**src/shared/msui_pkg.sv**
```systemverilog
// Package with timing constants and LED pattern codes for the magnet switch user interface.
package msui_pkg;
   localparam int unsigned CLK_MHZ = 250;
   // Times in milliseconds as specified.
   localparam longint unsigned POWERUP_MS = 2000;
   localparam longint unsigned ACK_MS = 200;
   localparam longint unsigned SLOW_END_MS = 3000;
   localparam longint unsigned RESET_MS = 10000;
   localparam longint unsigned ADV_MS = 3600000;
   localparam longint unsigned SLOW_HALF_MS = 500;
   localparam longint unsigned FAST_HALF_MS = 100;
   localparam longint unsigned TAPBLINK_MS = 100;
   localparam longint unsigned DEBOUNCE_MS = 20;
   localparam longint unsigned CYC_PER_MS = 64'(CLK_MHZ) * 64'd1000;
   localparam longint unsigned POWERUP_CYC = POWERUP_MS * CYC_PER_MS;
   localparam longint unsigned ACK_CYC = ACK_MS * CYC_PER_MS;
   localparam longint unsigned SLOW_END_CYC = SLOW_END_MS * CYC_PER_MS;
   localparam longint unsigned RESET_CYC = RESET_MS * CYC_PER_MS;
   localparam longint unsigned ADV_CYC = ADV_MS * CYC_PER_MS;
   localparam longint unsigned SLOW_HALF_CYC = SLOW_HALF_MS * CYC_PER_MS;
   localparam longint unsigned FAST_HALF_CYC = FAST_HALF_MS * CYC_PER_MS;
   localparam longint unsigned TAPBLINK_CYC = TAPBLINK_MS * CYC_PER_MS;
   localparam longint unsigned DEBOUNCE_CYC = DEBOUNCE_MS * CYC_PER_MS;
   localparam int CNT_W = 40;
   typedef enum logic [1:0] {MSUI_LED_OFF, MSUI_LED_ON, MSUI_LED_SLOW, MSUI_LED_FAST} msui_led_t;
endpackage

```
**src/shared/msui_led_if.sv**
```systemverilog
// Interface carrying the LED request from the control logic to the LED pattern generator.
interface msui_led_if;
   import msui_pkg::*;
   msui_led_t mode;
   modport ctrl (output mode);
   modport gen (input mode);
endinterface

```
**src/hdl/msui_led_gen.sv**
```systemverilog
// LED pattern generator: steady, off, slow blink or fast blink.
module msui_led_gen import msui_pkg::*; #(
   parameter longint unsigned SLOW_HALF = SLOW_HALF_CYC,
   parameter longint unsigned FAST_HALF = FAST_HALF_CYC
) (
   // Clock and reset
   input wire logic core_clk,
   input wire logic sys_rst,
   // Request and pin
   msui_led_if.gen req,
   output logic ledOn
);
   logic [CNT_W-1:0] phaseQ;
   logic blinkQ;
   msui_led_t lastQ;
   wire logic [CNT_W-1:0] halfLen = (req.mode == MSUI_LED_FAST) ? CNT_W'(FAST_HALF)
                                                                 : CNT_W'(SLOW_HALF);
   wire logic restart = req.mode != lastQ;
   wire logic phaseEnd = phaseQ >= halfLen - CNT_W'(1);
   always_ff @(posedge core_clk) begin
      if (sys_rst) begin
         phaseQ <= '0;
         blinkQ <= 1'b1;
         lastQ <= MSUI_LED_ON;
         ledOn <= 1'b0;
      end else begin
         lastQ <= req.mode;
         phaseQ <= (restart || phaseEnd) ? '0 : phaseQ + CNT_W'(1);
         blinkQ <= restart ? 1'b1 : (phaseEnd ? ~blinkQ : blinkQ);
         unique case (req.mode)
            MSUI_LED_OFF: ledOn <= 1'b0;
            MSUI_LED_ON: ledOn <= 1'b1;
            MSUI_LED_SLOW, MSUI_LED_FAST: ledOn <= restart ? 1'b1 : blinkQ;
         endcase
      end
   end
endmodule

```
**src/hdl/msui_top.sv**
```systemverilog
// Magnet reed switch and LED user interface of a battery sensor.
// How it works
// - Short tap restarts one-hour advertising, starts measurement
// - Short tap recognised gives one brief blink
// - Ten seconds continuous closure, then release, performs sensor reset
// - Fast blink warns before reset
// - Steady LED at reset point
// - Power-up lights LED for two seconds
// - Switch activation lights LED 200 ms
// - Slow blink while held under three seconds
// - Fast blink between three and ten seconds
// - Beyond ten seconds, LED steady; reset on release
// - Advertise one hour, then radio off
module msui_top import msui_pkg::*; #(
   parameter longint unsigned POWERUP = POWERUP_CYC,
   parameter longint unsigned ACK = ACK_CYC,
   parameter longint unsigned SLOW_END = SLOW_END_CYC,
   parameter longint unsigned RESET_AT = RESET_CYC,
   parameter longint unsigned ADV = ADV_CYC,
   parameter longint unsigned TAPBLINK = TAPBLINK_CYC,
   parameter longint unsigned DEBOUNCE = DEBOUNCE_CYC,
   parameter longint unsigned SLOW_HALF = SLOW_HALF_CYC,
   parameter longint unsigned FAST_HALF = FAST_HALF_CYC
) (
   // Clock and reset
   input wire logic core_clk,
   input wire logic sys_rst,
   // Reed switch, high while the magnet closes it
   input wire logic reedClosed,
   // Indicator LED, high lights it
   output logic ledOn,
   // System actions
   output logic advEnable,
   output logic measStart,
   output logic sensorReset
);
   typedef enum logic [2:0] {
      MSUI_POWERUP, MSUI_IDLE, MSUI_ACK, MSUI_SLOW, MSUI_FAST, MSUI_SOLID, MSUI_TAP
   } msui_state_t;

   msui_state_t stateQ, stateD;
   logic [2:0] syncQ;
   logic swQ;
   logic [CNT_W-1:0] dbCntQ, holdQ, ledCntQ, advCntQ;
   logic advQ, measQ, rstQ;
   msui_led_if ledReq();

   // True on the last cycle of a span that a counter measures from zero.
   function automatic logic spanDone(input logic [CNT_W-1:0] cnt, input longint unsigned len);
      return cnt >= CNT_W'(len) - CNT_W'(1);
   endfunction

   // Three-stage synchroniser; a change counts once stages two and three agree.
   always_ff @(posedge core_clk) begin
      if (sys_rst) syncQ <= '0;
      else syncQ <= {syncQ[1:0], reedClosed};
   end
   wire logic syncStable = syncQ[1] == syncQ[2];
   wire logic dbDiff = syncStable && (syncQ[2] != swQ);
   wire logic dbDone = spanDone(dbCntQ, DEBOUNCE);
   always_ff @(posedge core_clk) begin
      if (sys_rst) begin
         dbCntQ <= '0;
         swQ <= 1'b0;
      end else begin
         dbCntQ <= (dbDiff && !dbDone) ? dbCntQ + CNT_W'(1) : '0;
         if (dbDiff && dbDone) swQ <= syncQ[2];
      end
   end

   // The hold timer runs from acknowledge entry; the LED timer restarts at each state entry.
   wire logic holdSlowEnd = spanDone(holdQ, SLOW_END);
   wire logic holdReset = spanDone(holdQ, RESET_AT);
   wire logic holdAck = spanDone(holdQ, ACK);
   wire logic ledPowerDone = spanDone(ledCntQ, POWERUP);
   wire logic tapDone = spanDone(ledCntQ, TAPBLINK);
   wire logic advDone = spanDone(advCntQ, ADV);
   wire logic tapEvent = (stateQ == MSUI_ACK || stateQ == MSUI_SLOW) && !swQ;

   // A release in the fast phase is ignored: too late for a tap, too early for a reset.
   always_comb begin
      stateD = stateQ;
      unique case (stateQ)
         MSUI_POWERUP: if (ledPowerDone) stateD = MSUI_IDLE;
         MSUI_IDLE: if (swQ) stateD = MSUI_ACK;
         MSUI_ACK: begin
            if (!swQ) stateD = MSUI_TAP;
            else if (holdAck) stateD = MSUI_SLOW;
         end
         MSUI_SLOW: begin
            if (!swQ) stateD = MSUI_TAP;
            else if (holdSlowEnd) stateD = MSUI_FAST;
         end
         MSUI_FAST: begin
            if (!swQ) stateD = MSUI_IDLE;
            else if (holdReset) stateD = MSUI_SOLID;
         end
         MSUI_SOLID: if (!swQ) stateD = MSUI_POWERUP;
         MSUI_TAP: if (tapDone) stateD = MSUI_IDLE;
         default: stateD = MSUI_IDLE;
      endcase
   end

   // A reset restarts the power-up sequence: steady light and, from the same cycle, a fresh advertising hour.
   wire logic enterPowerup = stateQ == MSUI_SOLID && stateD == MSUI_POWERUP;
   always_ff @(posedge core_clk) begin
      if (sys_rst) begin
         stateQ <= MSUI_POWERUP;
         holdQ <= '0;
         ledCntQ <= '0;
         advCntQ <= '0;
         advQ <= 1'b1;
         measQ <= 1'b0;
         rstQ <= 1'b0;
      end else begin
         stateQ <= stateD;
         holdQ <= (stateQ == MSUI_IDLE) ? '0 : holdQ + CNT_W'(1);
         ledCntQ <= (stateD != stateQ) ? '0 : ledCntQ + CNT_W'(1);
         if (tapEvent || enterPowerup) begin
            advCntQ <= '0;
            advQ <= 1'b1;
         end else if (advQ) begin
            advCntQ <= advDone ? advCntQ : advCntQ + CNT_W'(1);
            if (advDone) advQ <= 1'b0;
         end
         measQ <= tapEvent;
         rstQ <= enterPowerup;
      end
   end

   assign advEnable = advQ;
   assign measStart = measQ;
   assign sensorReset = rstQ;

   // LED request; steady at the reset point rather than off, so the operator sees it.
   wire logic ledSteady = stateQ == MSUI_POWERUP || stateQ == MSUI_ACK || stateQ == MSUI_SOLID ||
                          stateQ == MSUI_TAP;
   assign ledReq.mode = ledSteady ? MSUI_LED_ON :
                        (stateQ == MSUI_SLOW) ? MSUI_LED_SLOW :
                        (stateQ == MSUI_FAST) ? MSUI_LED_FAST : MSUI_LED_OFF;

   msui_led_gen #(.SLOW_HALF(SLOW_HALF), .FAST_HALF(FAST_HALF)) ledGen (
      .core_clk(core_clk),
      .sys_rst(sys_rst),
      .req(ledReq.gen),
      .ledOn(ledOn)
   );
endmodule

```
**config.mk**
```make
export PLATFORM = sky130hd
export DESIGN_NAME = msui_top
export DESIGN_NICKNAME = d
export VERILOG_FILES = /design/src/shared/msui_pkg.sv /design/src/shared/msui_led_if.sv /design/src/hdl/msui_led_gen.sv /design/src/hdl/msui_top.sv
export SDC_FILE = /design/constraint.sdc
export NUM_CORES = 1
export LEC_CHECK = 0
export ABC_CLOCK_PERIOD_IN_PS = 6000
export BUFFER_PORTS_ARGS = -buffer_cell sky130_fd_sc_hd__buf_2
export CAP_MARGIN = 20
export CELL_PAD_IN_SITES_DETAIL_PLACEMENT = 1
export CELL_PAD_IN_SITES_GLOBAL_PLACEMENT = 1
export CORE_ASPECT_RATIO = 1.75
export CORE_MARGIN = 1
export CORE_UTILIZATION = 53
export CTS_CLUSTER_SIZE = 8
export DETAILED_ROUTE_END_ITERATION = 10
export GPL_ROUTABILITY_DRIVEN = 0
export PLACE_DENSITY_LB_ADDON = 0.1
export SYNTH_ARGS = -nofsm -noshare
export SYNTH_HDL_FRONTEND = slang
export SYNTH_HIERARCHICAL = 1
export SYNTH_SLANG_ARGS = --single-unit
```
**constraint.sdc**
```tcl
create_clock -name core_clk -period 6 [get_ports core_clk]
set_input_delay 1.2 -clock core_clk [delete_from_list [all_inputs] [get_ports core_clk]]
set_output_delay 1.2 -clock core_clk [all_outputs]
set_load 0.01 [all_outputs]
```
=== Word-level counts from Yosys, hierarchy flattened ===
Cells that the tools add are included.

* Add/subtract/negate cells: 6
* Order comparisons: 8
* Equal/unequal tests: 13
* Multiplexer cells: 19
* Bitwise logic cells: 3
* Reduce and logical (&&, ||, !) cells: 24

{| class="wikitable"
|+ Operators with widths
! kind !! number
|-
| adder 40 x 1 -> 40 bit (second input constant) || 5
|-
| greater-or-equal comparator 40 x 23 -> 1 bit (second input constant) || 1
|-
| greater-or-equal comparator 40 x 25 -> 1 bit (second input constant) || 1
|-
| greater-or-equal comparator 40 x 26 -> 1 bit (second input constant) || 1
|-
| greater-or-equal comparator 40 x 29 -> 1 bit (second input constant) || 1
|-
| greater-or-equal comparator 40 x 30 -> 1 bit (second input constant) || 1
|-
| greater-or-equal comparator 40 x 32 -> 1 bit (second input constant) || 1
|-
| greater-or-equal comparator 40 bit || 1
|-
| greater-or-equal comparator 40 bit (second input constant) || 1
|-
| subtractor 40 x 1 -> 40 bit (second input constant) || 1
|-
| 2-to-1 mux 3 bit || 10
|-
| 2-to-1 mux 27 bit || 1
|-
| one-hot mux 3 bit (7 select lines) || 1
|-
| OR reduction 2 bit || 7
|-
| == test 3 bit (second input constant) || 3
|-
| == test 3 x 2 -> 1 bit (second input constant) || 2
|-
| logical NOT 3 bit || 2
|-
| logical OR 1 bit || 6
|-
| 2-to-1 mux 2 bit || 3
|-
| logical AND 1 bit || 5
|-
| == test 2 bit (second input constant) || 2
|-
| == test 3 x 1 -> 1 bit (second input constant) || 1
|-
| 2-to-1 mux 1 bit || 3
|-
| != test 3 bit || 1
|-
| other kinds (9) || 12
|}

* Register bits: 214
* Input bits: 3
* Output and inout port bits: 4
* Word-level logic and storage cells: 87

=== Depth between registers and ports, before layout ===
Gate-level depths: netlist (run 1).

* Depth in word-level cells: 11
* Gate-level depth with buffers: 14
* Gate-level depth less buffers: 12

=== Cells and area by module ===
The synthesis (run 1) kept the hierarchy.

{| class="wikitable"
|+ Modules (own cells, without submodules)
! module !! times used !! cells each !! area an instance (um^2) !! seq. area each (um^2)
|-
| msui_top || 1 || 937 || 8,107.8 || 3,403.3
|-
| msui_led_gen || 1 || 193 || 1,856.8 || 880.8
|}

=== Worst setup path after synthesis (run 1) ===
OpenSTA, ideal clock, no wires.

* Path type: register to register
* From: register stateQ[1]
* To: register ledGen.phaseQ[22]
* Library setup time: 64 ps
* Arrival: 2,950 ps
* Data required time: 5,936 ps
* Path slack: 2,986 ps
* Cell stages (with the launch flop): 15
* Path buffers: 2
* Clock period less this slack: 3,014 ps
* Path through: dfxtp_1 clkbuf_1 inv_1 or3_1 o21ai_0 nand2_1 inv_1 ha_1 and2b_2 a2111oi_2 a21oi_1 o221ai_2 nand3_4 buf_6 nor2_1

* Word-level cells in the longest chain between the ends: 11
* Elaborated cells between the ends (all ways): 19
* Those cells by class: add/sub: 1; order compare: 1; eq/ne: 7; mux: 4; reduce/logical: 6

{| class="wikitable"
|+ Ends and longest elaborated chain
! what !! line !! RTL
|-
| start, declared || msui_top.sv:41 || <nowiki>msui_state_t stateQ, stateD;</nowiki>
|-
| start signal, assigned || msui_top.sv:116 || <nowiki>stateQ <= stateD;</nowiki>
|-
| == test 3 x 2 -> 1 bit / logical NOT 3 bit (equally long branches) || msui_top.sv:136 || <nowiki>wire logic ledSteady = stateQ == MSUI_POWERUP || stateQ == MSUI_ACK || stateQ == MSUI_SOLID ||</nowiki>
|-
| logical OR 1 bit (3 in a row) || msui_top.sv:136 ||
|-
| 2-to-1 mux 2 bit * || msui_top.sv:138 || <nowiki>assign ledReq.mode = ledSteady ? MSUI_LED_ON :</nowiki>
|-
| net ledReq.mode[1] || msui_led_if.sv:4 || <nowiki>msui_led_t mode;</nowiki>
|-
| == test 2 bit || msui_led_gen.sv:16 || <nowiki>wire logic [CNT_W-1:0] halfLen = (req.mode == MSUI_LED_FAST) ? CNT_W'(FAST_HALF)</nowiki>
|-
| 2-to-1 mux 27 bit || msui_led_gen.sv:16 ||
|-
| subtractor 40 x 1 -> 40 bit || msui_led_gen.sv:19 || <nowiki>wire logic phaseEnd = phaseQ >= halfLen - CNT_W'(1);</nowiki>
|-
| greater-or-equal comparator 40 bit || msui_led_gen.sv:19 ||
|-
| logical OR 1 bit * || msui_led_gen.sv:28 || <nowiki>phaseQ <= (restart || phaseEnd) ? '0 : phaseQ + CNT_W'(1);</nowiki>
|-
| OR reduction 2 bit (no line) * || n/a ||
|-
| end signal, assigned || msui_led_gen.sv:28 ||
|-
| end, declared || msui_led_gen.sv:13 || <nowiki>logic [CNT_W-1:0] phaseQ;</nowiki>
|}

The timed path passes the listed nets; every way through them passes the cells marked *.
A chain may end at the register's enable or synchronous reset.

=== Worst setup path in the final report (run 1) ===
* From: register stateQ[0]
* To: register ledGen.phaseQ[14]

Same word-level chain as after synthesis.

==> results of run 1 <==
==> cells by family (layout without fill, tap and decap cells) <==
kind of cell	after synthesis	count (layout)
and+or+nand+nor	546	546
DFF	214	214
xor gates and xnor gates	148	148
AOI/OAI and AO/OA	140	140
buffers and inverters	67	64
adders and majority gates	11	11
other	2	29
muxes	2	2
==> final timing paths <==
path / startpoint / endpoint / slack (ns) / cells past startpoint
worst max register to register: stateQ[0]$_SDFF_PP0_ / ledGen/phaseQ[14]$_SDFF_PP0_ / 2.05 / 11
worst min-delay path: syncQ[0]$_SDFF_PP0_ / syncQ[1]$_SDFF_PP0_ / 0.43 / 1
worst min register to register: syncQ[0]$_SDFF_PP0_ / syncQ[1]$_SDFF_PP0_ / 0.43 / 1
worst max-delay path: stateQ[0]$_SDFF_PP0_ / ledGen/phaseQ[14]$_SDFF_PP0_ / 2.05 / 11
==> state kept, by name (all words and copies together), names as in the netlist, 2 cells and up <==
name / flops
ledCntQ: 40
ledGen/phaseQ: 40
dbCntQ: 40
stateQ: 3
advCntQ: 40
syncQ: 3
holdQ: 40
ledGen/lastQ: 2
==> worst max-delay path, stage by stage, from the launching register on <==
cell      delay [ns]
dfxtp_1         0.76
inv_1           0.13
or3_1           0.32
o21ai_0         0.31
nand2_1         0.35
inv_1           0.21
ha_1            0.27
a211oi_1        0.34
nand4_1         0.18
a41oi_1         0.39
nand3_4         0.38
nor2_1          0.21
==> final cells by class <==
class / instances / area [µm²]
clock buffers: 32 / 789.5
well taps: 238 / 297.8
multi-input cells: 876 / 5492
repair buffers: 13 / 103.9
flip-flops and latches: 214 / 4284
fillers: 2194 / 7460
inverters: 19 / 71.32
==> synth_stat cells, types with 7 or more instances <==
cell      count
xor2_1       86
dfxtp_1     214
or3_1        15
a21oi_1      31
inv_1        19
nor2b_1       9
clkbuf_1     31
a211oi_2     37
nor4_1       18
and2_1        7
nand4_1      42
o21ai_0      20
nand3_1      73
xnor2_1      62
and3_1       30
ha_1         11
nand2_1      91
nor3_1       37
and4_1       15
nor2_1      171
==> stage by stage <==
| step | hold WS, ns | worst slack (ns) |
|---|---|---|
| after floorplan | 0.4138 | 2.986 |
| after global placement | 0.4267 | 2.276 |
| after detailed placement | 0.4311 | 2.175 |
| after CTS | 0.4420 | 2.080 |
| after global routing | 0.4597 | 1.849 |
| final | 0.4336 | 2.053 |
==> power by group <==
group | leakage, nW | total (mW) | internal (mW) | switching [mW]
logic | 1.67 | 0.0424 | 0.0124 | 0.0300
registers | 1.74 | 1.45 | 1.44 | 0.00888
clock network | 0.389 | 1.47 | 0.904 | 0.567
total | 3.79 | 2.96 | 2.36 | 0.606
==> per-layer routing <==
layer / global-route usage, % / vias to the layer above
li1: - / 3982
met1: 24.62 / 3984
met2: 50.54 / 93
met3: 2.985 / 62
met4: 9.611 / 0
met5: 0 / -
==> summary.txt, run 1 <==
Placement row count: 66
Final Cell Area: 11040 µm²
WL final: 23.65 mm
Ys flop type: dfxtp_1
WL met2: 13.40 mm
Number of global-route vias before repair: 8695
Post-Route Utilization: 59.67%
Clk_skew: 0.01169 ns
Largest cells by area after synthesis: dfxtp_1 43%, xor2_1 7.6%, nor2_1 6.4%
Cell taking the most area after synthesis: dfxtp_1
Post-DP HPWL: 16.03 mm
Crit path kind: reg -> reg
First-pass GRT wire length: 39.98 mm
CTS Sinks: 214
Finish-stage setup viols: 0
Grt ovf: 0
Largest family of logic cells by synthesized area: simple AND/OR/NAND/NOR gates
Metal-1 WL: 8.993 mm
Die height: 183.4 µm
Via density: 5.834
HP Class: reg -> reg
Total GRT Usage: 24.76%
Drt pass-1 iters: 5
Vias: 8121
Count of pins over their slew limit: 0
Async S/R FF share, synth: 0%
Die area: 19380 µm²
Post-synthesis instance area: 9965 µm²
Most frequent cells in the layout: 214 x dfxtp_1, 171 x nor2_1, 90 x nand2_1
DRC Markers: 0
Worst-path clk slew: 0.05 ns
Antenna-violating nets left: 0
CTS Root Cell: clkbuf_16
Worst endpoint required time: 6.45 ns
Post-synthesis simple-gate area fraction: 27.64%
Worst slew margin: 36.75%
Inserted Clock Buffers: 30
Setup_tns: 0 ns
Number of diodes: 0
IO Pins: 7
Fmax: 253.4 MHz
Unrepaired setup endpoints after global routing: false
Post-synthesis sequential area ratio: 42.99%
Post-synth EDFFs: 0
Worst EP arrival: 4.40 ns
H-tree depth reported by CTS: 1
Yosys top cell area share: 42.99%
Setup bufs post-CTS: 0
Commonest non-fill, non-tap cell in the layout: dfxtp_1
Largest net degree at the start of global routing: 41
Worst setup EP type: register
Crit path time final: 3.947 ns
DR WL met3: 546 µm
Worst skew pair latency: 0.53 ns
Outcome: finished clean
PostCTS Resize Cnt: 0
Die width: 105.7 µm
Seq cells post-synth: 214
Total chip power: 2.965 mW
Power per cell area: 268.6 nW/µm²
Highest metal used: met4
Post-Synth XOR/XNOR Area: 13.01%
Cells after DPL: 1358
Clock tree buffer depth: 3
Initial antenna violation count: 0
Core ar.: 18500 µm²
Unique masters post-synth: 73
Mux contribution to synthesized area: 0.2135%
Post-route clock period utilization: 65.78%
Crit path launch type: register
Final Hold Fails: 0
Synthesized instance count: 1130
Max-cap violations: 0
Yosys warns: 6
Synth Area in Compound Gates: 11.60%
Initial Utilization: 53.87%
Synth-to-Final Area Change: 10.77%
Fin nets: 1168
TritonCTS clock tree: built
Slew @ Worst Pin: 0.9409 ns
Post-synthesis adder-cell area fraction: 1.381%
Largest fanout on the critical path: 28
DRT iter0 DRCs: 332
Static leakage: 3.794 nW
Syn Area/Cell: 8.818 µm²
Hold_buf cts: 0
Post-DR wirelength/cell: 16.99 µm
Share of layout cells above drive strength 1: 9.359%
Final Non-Filler Cells: 1392
PortBufs: 6
DP Area: 10210 µm²
Max VDD drop: 0.2577 mV
No activity file was read; power rests on OpenSTA's default activity.
==> inputs of run 2 (changes only) <==
--- a/config.mk
+++ b/config.mk
@@ -5,14 +5,14 @@
 export SDC_FILE = /design/constraint.sdc
 export NUM_CORES = 1
 export LEC_CHECK = 0
-export ABC_CLOCK_PERIOD_IN_PS = 6000
+export ABC_CLOCK_PERIOD_IN_PS = 3200
 export BUFFER_PORTS_ARGS = -buffer_cell sky130_fd_sc_hd__buf_2
 export CAP_MARGIN = 20
 export CELL_PAD_IN_SITES_DETAIL_PLACEMENT = 1
 export CELL_PAD_IN_SITES_GLOBAL_PLACEMENT = 1
 export CORE_ASPECT_RATIO = 1.75
 export CORE_MARGIN = 1
-export CORE_UTILIZATION = 53
+export CORE_UTILIZATION = 44
 export CTS_CLUSTER_SIZE = 8
 export DETAILED_ROUTE_END_ITERATION = 10
 export GPL_ROUTABILITY_DRIVEN = 0
==> constraint.sdc (replaced) <==
create_clock -name core_clk -period 3.2 [get_ports core_clk]
set_input_delay 0.64 -clock core_clk [delete_from_list [all_inputs] [get_ports core_clk]]
set_output_delay 0.64 -clock core_clk [all_outputs]
set_load 0.01 [all_outputs]
==> run 2 against run 1 <==
Compared with the run above: power is 89% higher; global-route usage is 3.8 points lower; clock skew is 0.0018 ns higher; first-iteration DRC count is 30% lower; die area is 20% higher; design area is 3.1% higher; highest routed layer unchanged.
==> summary.txt, run 2 (synthesis gave the netlist of run 1 again) <==
CTS Sinks: 214 (unchanged)
PortBufs: 6 (unchanged)
Setup bufs post-CTS: 0 (unchanged)
WP buf/inv: 2 (unchanged)
Final Hold Fails: 0 (unchanged)
Post-route clock period utilization: 93.93% (was 65.78%)
Worst setup EP type: register (unchanged)
H-tree depth reported by CTS: 1 (unchanged)
CTS Root Cell: clkbuf_16 (unchanged)
Fill count: 2651 (was 2194)
TritonCTS clock tree: built (unchanged)
Crit-path cells: inv_1, or3_1, o21ai_1, nand2_1, inv_1, ha_1, and2b_2, a2111oi_2, a21oi_1, o221ai_2, nand3_4, nor2_1 (was inv_1, or3_1, o21ai_0, nand2_1, inv_1, ha_1, a211oi_1, nand4_1, a41oi_1, nand3_4, nor2_1)
Antenna-violating nets left: 0 (unchanged)
Total chip power: 5.592 mW (was 2.965 mW)
R2R cell count: 12 (was 11)
Via density: 5.435 (was 5.834)
Min-delay src: reedClosed (was syncQ[0]$_SDFF_PP0_)
Worst endpoint required time: 3.67 ns (was 6.45 ns)
Synth-to-Final Area Change: 14.18% (was 10.77%)
Drt pass-1 iters: 4 (was 5)
Hold_buf cts: 0 (unchanged)
R2R Path End: ledGen/phaseQ[5]$_SDFF_PP0_ (was ledGen/phaseQ[14]$_SDFF_PP0_)
Post-Route Utilization: 51.34% (was 59.67%)
Outcome: finished clean (unchanged)
First-pass GRT wire length: 39.80 mm (was 39.98 mm)
Count of pins over their slew limit: 0 (unchanged)
Clk_skew: 0.01348 ns (was 0.01169 ns)
Largest fanout on the critical path: 28 (unchanged)
Slew @ Worst Pin: 0.9472 ns (was 0.9409 ns)
Critical Path Slowest Stage Cell: or3_1 (was dfxtp_1)
Critical path's most frequent cell: inv_1 (unchanged)
Fmax: 332.7 MHz (was 253.4 MHz)
HP Class: in -> reg (was reg -> reg)
Die height: 201.1 µm (was 183.4 µm)
IO Pins: 7 (unchanged)
Max VDD drop: 0.4005 mV (was 0.2577 mV)
Worst skew pair latency: 0.55 ns (was 0.53 ns)
Total GRT Usage: 20.97% (was 24.76%)
Die width: 115.8 µm (was 105.7 µm)
Reg2reg start: stateQ[1]$_SDFF_PP0_ (was stateQ[0]$_SDFF_PP0_)
Reg2Reg Setup Slack: 0.19 ns (was 2.05 ns)
Vias: 8017 (was 8121)
Inserted Clock Buffers: 30 (unchanged)
Largest net degree at the start of global routing: 41 (unchanged)
Finish-stage setup viols: 0 (unchanged)
Worst EP arrival: 3.47 ns (was 4.40 ns)
Unrepaired setup endpoints after global routing: true (was false)
Endpoint, Worst Hold: syncQ[0]$_SDFF_PP0_ (was syncQ[1]$_SDFF_PP0_)
Core ar.: 22160 µm² (was 18500 µm²)
Die area: 23280 µm² (was 19380 µm²)
Placement row count: 72 (was 66)
Sequential cell area: 4284 µm² (unchanged)
Most frequent cells in the layout: 214 x dfxtp_1, 171 x nor2_1, 90 x nand2_1 (unchanged)
Commonest non-fill, non-tap cell in the layout: dfxtp_1 (unchanged)
Share of layout cells above drive strength 1: 11.87% (was 9.359%)
Worst-path clk slew: 0.06 ns (was 0.05 ns)
Crit path launch type: register (unchanged)
Worst stage delay on the critical path: 0.37 ns (was 0.76 ns)
Static leakage: 3.951 nW (was 3.794 nW)
Worst slew margin: 36.33% (was 36.75%)
Number of diodes: 0 (unchanged)
Number of global-route vias before repair: 8542 (was 8695)
Crit path time final: 3.006 ns (was 3.947 ns)
CP top delay family: simple AND/OR/NAND/NOR gates (unchanged)
Crit path kind: reg -> reg (unchanged)
DRC Markers: 0 (unchanged)
Cells after DPL: 1442 (was 1358)
Post-DP HPWL: 16.31 mm (was 16.03 mm)
WL final: 23.53 mm (was 23.65 mm)
DRT iter0 DRCs: 231 (was 332)
Final Non-Filler Cells: 1475 (was 1392)
Power per cell area: 491.5 nW/µm² (was 268.6 nW/µm²)
Initial Utilization: 44.96% (was 53.87%)
Hold Crit Depth: 2 (was 1)
Grt ovf: 0 (unchanged)
Clock tree buffer depth: 3 (unchanged)
Post-DR wirelength/cell: 15.95 µm (was 16.99 µm)
Max-cap violations: 0 (unchanged)
Fin nets: 1193 (was 1168)
Multi-input logic area: 5549 µm² (was 5492 µm²)
Initial antenna violation count: 0 (unchanged)
[run 2: repair_timing]
item / CTS / global route
endpoints found under the setup margin: 37 / 68
gates cloned: 0 / 1
pin swaps: 0 / 2
resized for setup: 2 / 9
[run 2: worst max path at each step]
stage,start,depth (start not counted),endpoint
after detailed placement,ledCntQ[37]$_SDFF_PP0_,8,ledCntQ[15]$_SDFF_PP0_
after global routing,stateQ[1]$_SDFF_PP0_,12,ledGen/phaseQ[26]$_SDFF_PP0_
after floorplan,stateQ[1]$_SDFF_PP0_,14,ledGen/phaseQ[22]$_SDFF_PP0_
final,stateQ[1]$_SDFF_PP0_,12,ledGen/phaseQ[5]$_SDFF_PP0_
after CTS,ledCntQ[34]$_SDFF_PP0_,8,ledCntQ[30]$_SDFF_PP0_
after global placement,ledCntQ[0]$_SDFF_PP0_,10,ledCntQ[3]$_SDFF_PP0_
[run 2: metrics by stage]
stage / setup TNS [ns] / setup slack [ns] / hold slack, ns / cell area, µm²
floorplan: 0 / 0.1857 / 0.4138 / 10070
global placement: 0 / 0.07320 / 0.4171 / 10510
detailed placement: -0.7929 / -0.03216 / 0.4300 / 10510
CTS: 0 / 0.01623 / 0.2813 / 11300
global route: -0.0004092 / -0.0004092 / 0.3039 / 11380
finish: 0 / 0.1941 / 0.3042 / 11380
[run 2: layout make-up]
cell class	count	share of cell area, %
Clock buffer	32	6.939
Inverter	19	0.6269
Multi-Input combinational cell	876	48.77
Sequential cell	214	37.66
Tap cell	296	3.255
Timing Repair Buffer	38	2.749
[run 2: layer usage]
layer	wire [µm]	GRT usage, %
met1	9182	21.30
met2	12970	40.80
met3	555	2.748
met4	825	9.432
met5	0	0
[run 2: report_power, final]
| part | switching (mW) | internal [mW] | leakage [nW] |
|---|---|---|---|
| clock network | 1.09 | 1.70 | 0.389 |
| logic | 0.0561 | 0.0254 | 1.82 |
| registers | 0.0155 | 2.70 | 1.74 |
==> inputs of run 3 (changes only) <==
--- a/config.mk
+++ b/config.mk
@@ -19,5 +19,4 @@
 export PLACE_DENSITY_LB_ADDON = 0.1
 export SYNTH_ARGS = -nofsm -noshare
 export SYNTH_HDL_FRONTEND = slang
-export SYNTH_HIERARCHICAL = 1
 export SYNTH_SLANG_ARGS = --single-unit
==> run 3 against run 2 <==
Compared with the run above: global-route usage is 0.89 points higher; sequential share of layout area is 0.13 points higher; clock power is 1% lower; largest cell class unchanged; combinational power is 6.5% higher; critical endpoint is now ledCntQ[36]$_SDFF_PP0_; core utilization is 1.3 points lower; die area is 1.5% higher; synthesized cell count is 3.0% higher; worst hold slack worse by 0.0044 ns; wire length is 4.4% higher; highest routed layer unchanged; clock-buffer cell count is 1 lower.
==> summary.txt, run 3 <==
Reg2reg start: ledCntQ[32]$_SDFF_PP0_ (was stateQ[1]$_SDFF_PP0_)
Clk_skew: 0.02645 ns (was 0.01348 ns)
Clock tree buffer depth: 3 (unchanged)
Finish-stage setup viols: 0 (unchanged)
Setup_tns: 0 ns (unchanged)
Fin nets: 1210 (was 1193)
PostCTS Resize Cnt: 0 (was 2)
Async S/R FF share, synth: 0% (unchanged)
TritonCTS clock tree: built (unchanged)
R2R Path End: ledCntQ[36]$_SDFF_PP0_ (was ledGen/phaseQ[5]$_SDFF_PP0_)
DRT iter0 DRCs: 289 (was 231)
Number of global-route vias before repair: 8968 (was 8542)
Number of diodes: 0 (unchanged)
Final WS setup: 0.3217 ns (was 0.1941 ns)
Ys flop type: dfxtp_1 (unchanged)
H-tree depth reported by CTS: 1 (unchanged)
Post-synthesis instance area: 10110 µm² (was 9965 µm²)
Vias: 8453 (was 8017)
Most frequent cells in the layout: 214 x dfxtp_1, 136 x nor2_1, 96 x nand2_1 (was 214 x dfxtp_1, 171 x nor2_1, 90 x nand2_1)
Static leakage: 3.874 nW (was 3.951 nW)
Grt ovf: 0 (unchanged)
Inserted Clock Buffers: 30 (unchanged)
Post-DP HPWL: 17.15 mm (was 16.31 mm)
CTS Root Cell: clkbuf_16 (unchanged)
Die area: 23620 µm² (was 23280 µm²)
R2R cell count: 7 (was 12)
Post-route clock period utilization: 89.95% (was 93.93%)
Synthesized instance count: 1164 (was 1130)
Via density: 5.654 (was 5.435)
Count of pins over their slew limit: 0 (unchanged)
Antenna-violating nets left: 0 (unchanged)
Fmax: 347.4 MHz (was 332.7 MHz)
Die height: 202.6 µm (was 201.1 µm)
Hold Crit Depth: 2 (unchanged)
Critical Path Slowest Stage Cell: a211o_4 (was or3_1)
Setup WS pre-CTS: 0.2970 ns (was -0.03216 ns)
Total GRT Usage: 21.86% (was 20.97%)
Setup bufs post-CTS: 0 (unchanged)
Placement row count: 73 (was 72)
Post-synth EDFFs: 0 (unchanged)
Worst stage delay on the critical path: 0.52 ns (was 0.37 ns)
Synth-to-Final Area Change: 12.11% (was 14.18%)
DRC Markers: 0 (unchanged)
Post-synthesis sequential area ratio: 42.36% (was 42.99%)
Worst endpoint required time: 3.67 ns (about the same)
Largest fanout on the critical path: 41 (was 28)
Unrepaired setup endpoints after global routing: false (was true)
Drt pass-1 iters: 6 (was 4)
CP top delay family: compound AO/OA/AOI/OAI gates (was simple AND/OR/NAND/NOR gates)
Largest cells by area after synthesis: dfxtp_1 42%, xor2_1 6.4%, nor2_1 5.0% (was dfxtp_1 43%, xor2_1 7.6%, nor2_1 6.4%)
Share of layout cells above drive strength 1: 9.874% (was 11.87%)
WL final: 24.57 mm (was 23.53 mm)
CTS Sinks: 214 (unchanged)
Reg2Reg Setup Slack: 0.32 ns (was 0.19 ns)
Commonest non-fill, non-tap cell in the layout: dfxtp_1 (unchanged)
Crit path time final: 2.878 ns (was 3.006 ns)
Die width: 116.6 µm (was 115.8 µm)
Final Hold Fails: 0 (unchanged)
Post-DR wirelength/cell: 16.44 µm (was 15.95 µm)
WP buf/inv: 0 (was 2)
Yosys top cell area share: 42.36% (was 42.99%)
Worst skew pair latency: 0.56 ns (was 0.55 ns)
First-pass GRT wire length: 42.33 mm (was 39.80 mm)
PortBufs: 6 (unchanged)
Max VDD drop: 0.3975 mV (was 0.4005 mV)
Slew @ Worst Pin: 0.6411 ns (was 0.9472 ns)
Crit path launch type: register (unchanged)
Largest net degree at the start of global routing: 42 (was 41)
Worst setup EP type: register (unchanged)
Power per cell area: 490.4 nW/µm² (was 491.5 nW/µm²)
Initial antenna violation count: 0 (unchanged)
Hold_buf cts: 0 (unchanged)
Synth top cells by count: 214 x dfxtp_1, 136 x nor2_1, 96 x nand2_1, 74 x xor2_1, 71 x nand3_1 (was 214 x dfxtp_1, 171 x nor2_1, 91 x nand2_1, 86 x xor2_1, 73 x nand3_1)
Syn Area/Cell: 8.689 µm² (was 8.818 µm²)
Top-count cell post-synth: dfxtp_1 (unchanged)
Max-cap violations: 0 (unchanged)
Core ar.: 22650 µm² (was 22160 µm²)
Seq cells post-synth: 214 (unchanged)
Worst-path clk slew: 0.05 ns (was 0.06 ns)
Unique masters post-synth: 63 (was 73)
IO Pins: 7 (unchanged)
Crit-path cells: nor4_1, nand3_1, a2111oi_2, nor2_1, a211o_1, a211o_4, a211oi_2 (was inv_1, or3_1, o21ai_1, nand2_1, inv_1, ha_1, and2b_2, a2111oi_2, a21oi_1, o221ai_2, nand3_4, nor2_1)
Crit path kind: reg -> reg (unchanged)
Cell taking the most area after synthesis: dfxtp_1 (unchanged)
Initial Utilization: 44.65% (was 44.96%)
Min-delay src: reedClosed (unchanged)
Yosys warns: 0 (was 6)
HP Class: in -> reg (unchanged)
Endpoint, Worst Hold: syncQ[0]$_SDFF_PP0_ (unchanged)
Worst slew margin: 56.16% (was 36.33%)
Worst EP arrival: 3.35 ns (was 3.47 ns)
Outcome: finished clean (unchanged)
[run 3: changes by cell type in the layout (fill, tap and decap cells not counted), sizes merged, moves of 6 or more]
cell,change
o31ai,+12
buf,-8
nor4,+6
xor2,-12
o21ai,+15
or3,+20
nor2,-37
a21oi,+17
or4,+8
mux2i,+6
xnor2,-16
[run 3: metal layers]
metal  wire, µm  vias to the layer above  GRT usage (%)
met5          0                        -              0
met4        639                        0          7.550
met3        644                       45          3.015
met2      13460                       91          42.56
met1       9824                     4132          23.12
li1           -                     4185              -
[run 3: power breakdown]
group	internal, mW	switching (mW)	leakage (nW)
sequential	2.70	0.0175	1.74
combinational	0.0257	0.0611	1.75
clock	1.65	1.10	0.384
total	4.38	1.18	3.87
[run 3: kinds of logic after synthesis]
logic type	synth area share (%)
DFF	42.36
other	0.03708
AOI/OAI and AO/OA	14.09
muxes	0.6928
and+or+nand+nor	27.66
xor gates and xnor gates	10.39
buffers and inverters	3.278
adders and majority gates	1.485
[run 3: worst max-delay path by stage]
stage / start / endpoint / slack (ns) / cells past startpoint
floorplan: ledCntQ[31]$_SDFF_PP0_ / ledCntQ[0]$_SDFF_PP0_ / 0.70 / 8
global placement: dbCntQ[0]$_SDFF_PP0_ / dbCntQ[19]$_SDFF_PP0_ / 0.39 / 8
detailed placement: dbCntQ[0]$_SDFF_PP0_ / dbCntQ[20]$_SDFF_PP0_ / 0.30 / 8
CTS: dbCntQ[0]$_SDFF_PP0_ / dbCntQ[19]$_SDFF_PP0_ / 0.26 / 8
global route: ledCntQ[32]$_SDFF_PP0_ / ledCntQ[16]$_SDFF_PP0_ / 0.05 / 7
finish: ledCntQ[32]$_SDFF_PP0_ / ledCntQ[36]$_SDFF_PP0_ / 0.32 / 7
[run 3: area by class of cell]
| class | count | area, µm² |
|---|---|---|
| clock buffers | 31 | 764.5 |
| clock inverters | 1 | 16.27 |
| fillers | 2741 | 11310 |
| inverters | 22 | 82.58 |
| multi-input cells | 898 | 5613 |
| flip-flops and latches | 214 | 4284 |
| well taps | 300 | 375.4 |
| repair buffers | 29 | 202.7 |
[run 3: stage by stage]
stage / cell area, µm² / hold slack [ns] / power [mW] / cells / utilization (%)
after floorplan: 10220 / 0.4138 / 2.830 / 1192 / -
after detailed placement: 10550 / 0.4375 / 2.861 / 1463 / 46.59
after global routing: 11340 / 0.3080 / 5.762 / 1495 / 50.06
after global placement: 10550 / 0.4280 / 2.857 / 1463 / 46.59
final: 11340 / 0.2998 / 5.561 / 1495 / 50.06
after CTS: 11330 / 0.2714 / 5.654 / 1495 / 50.03
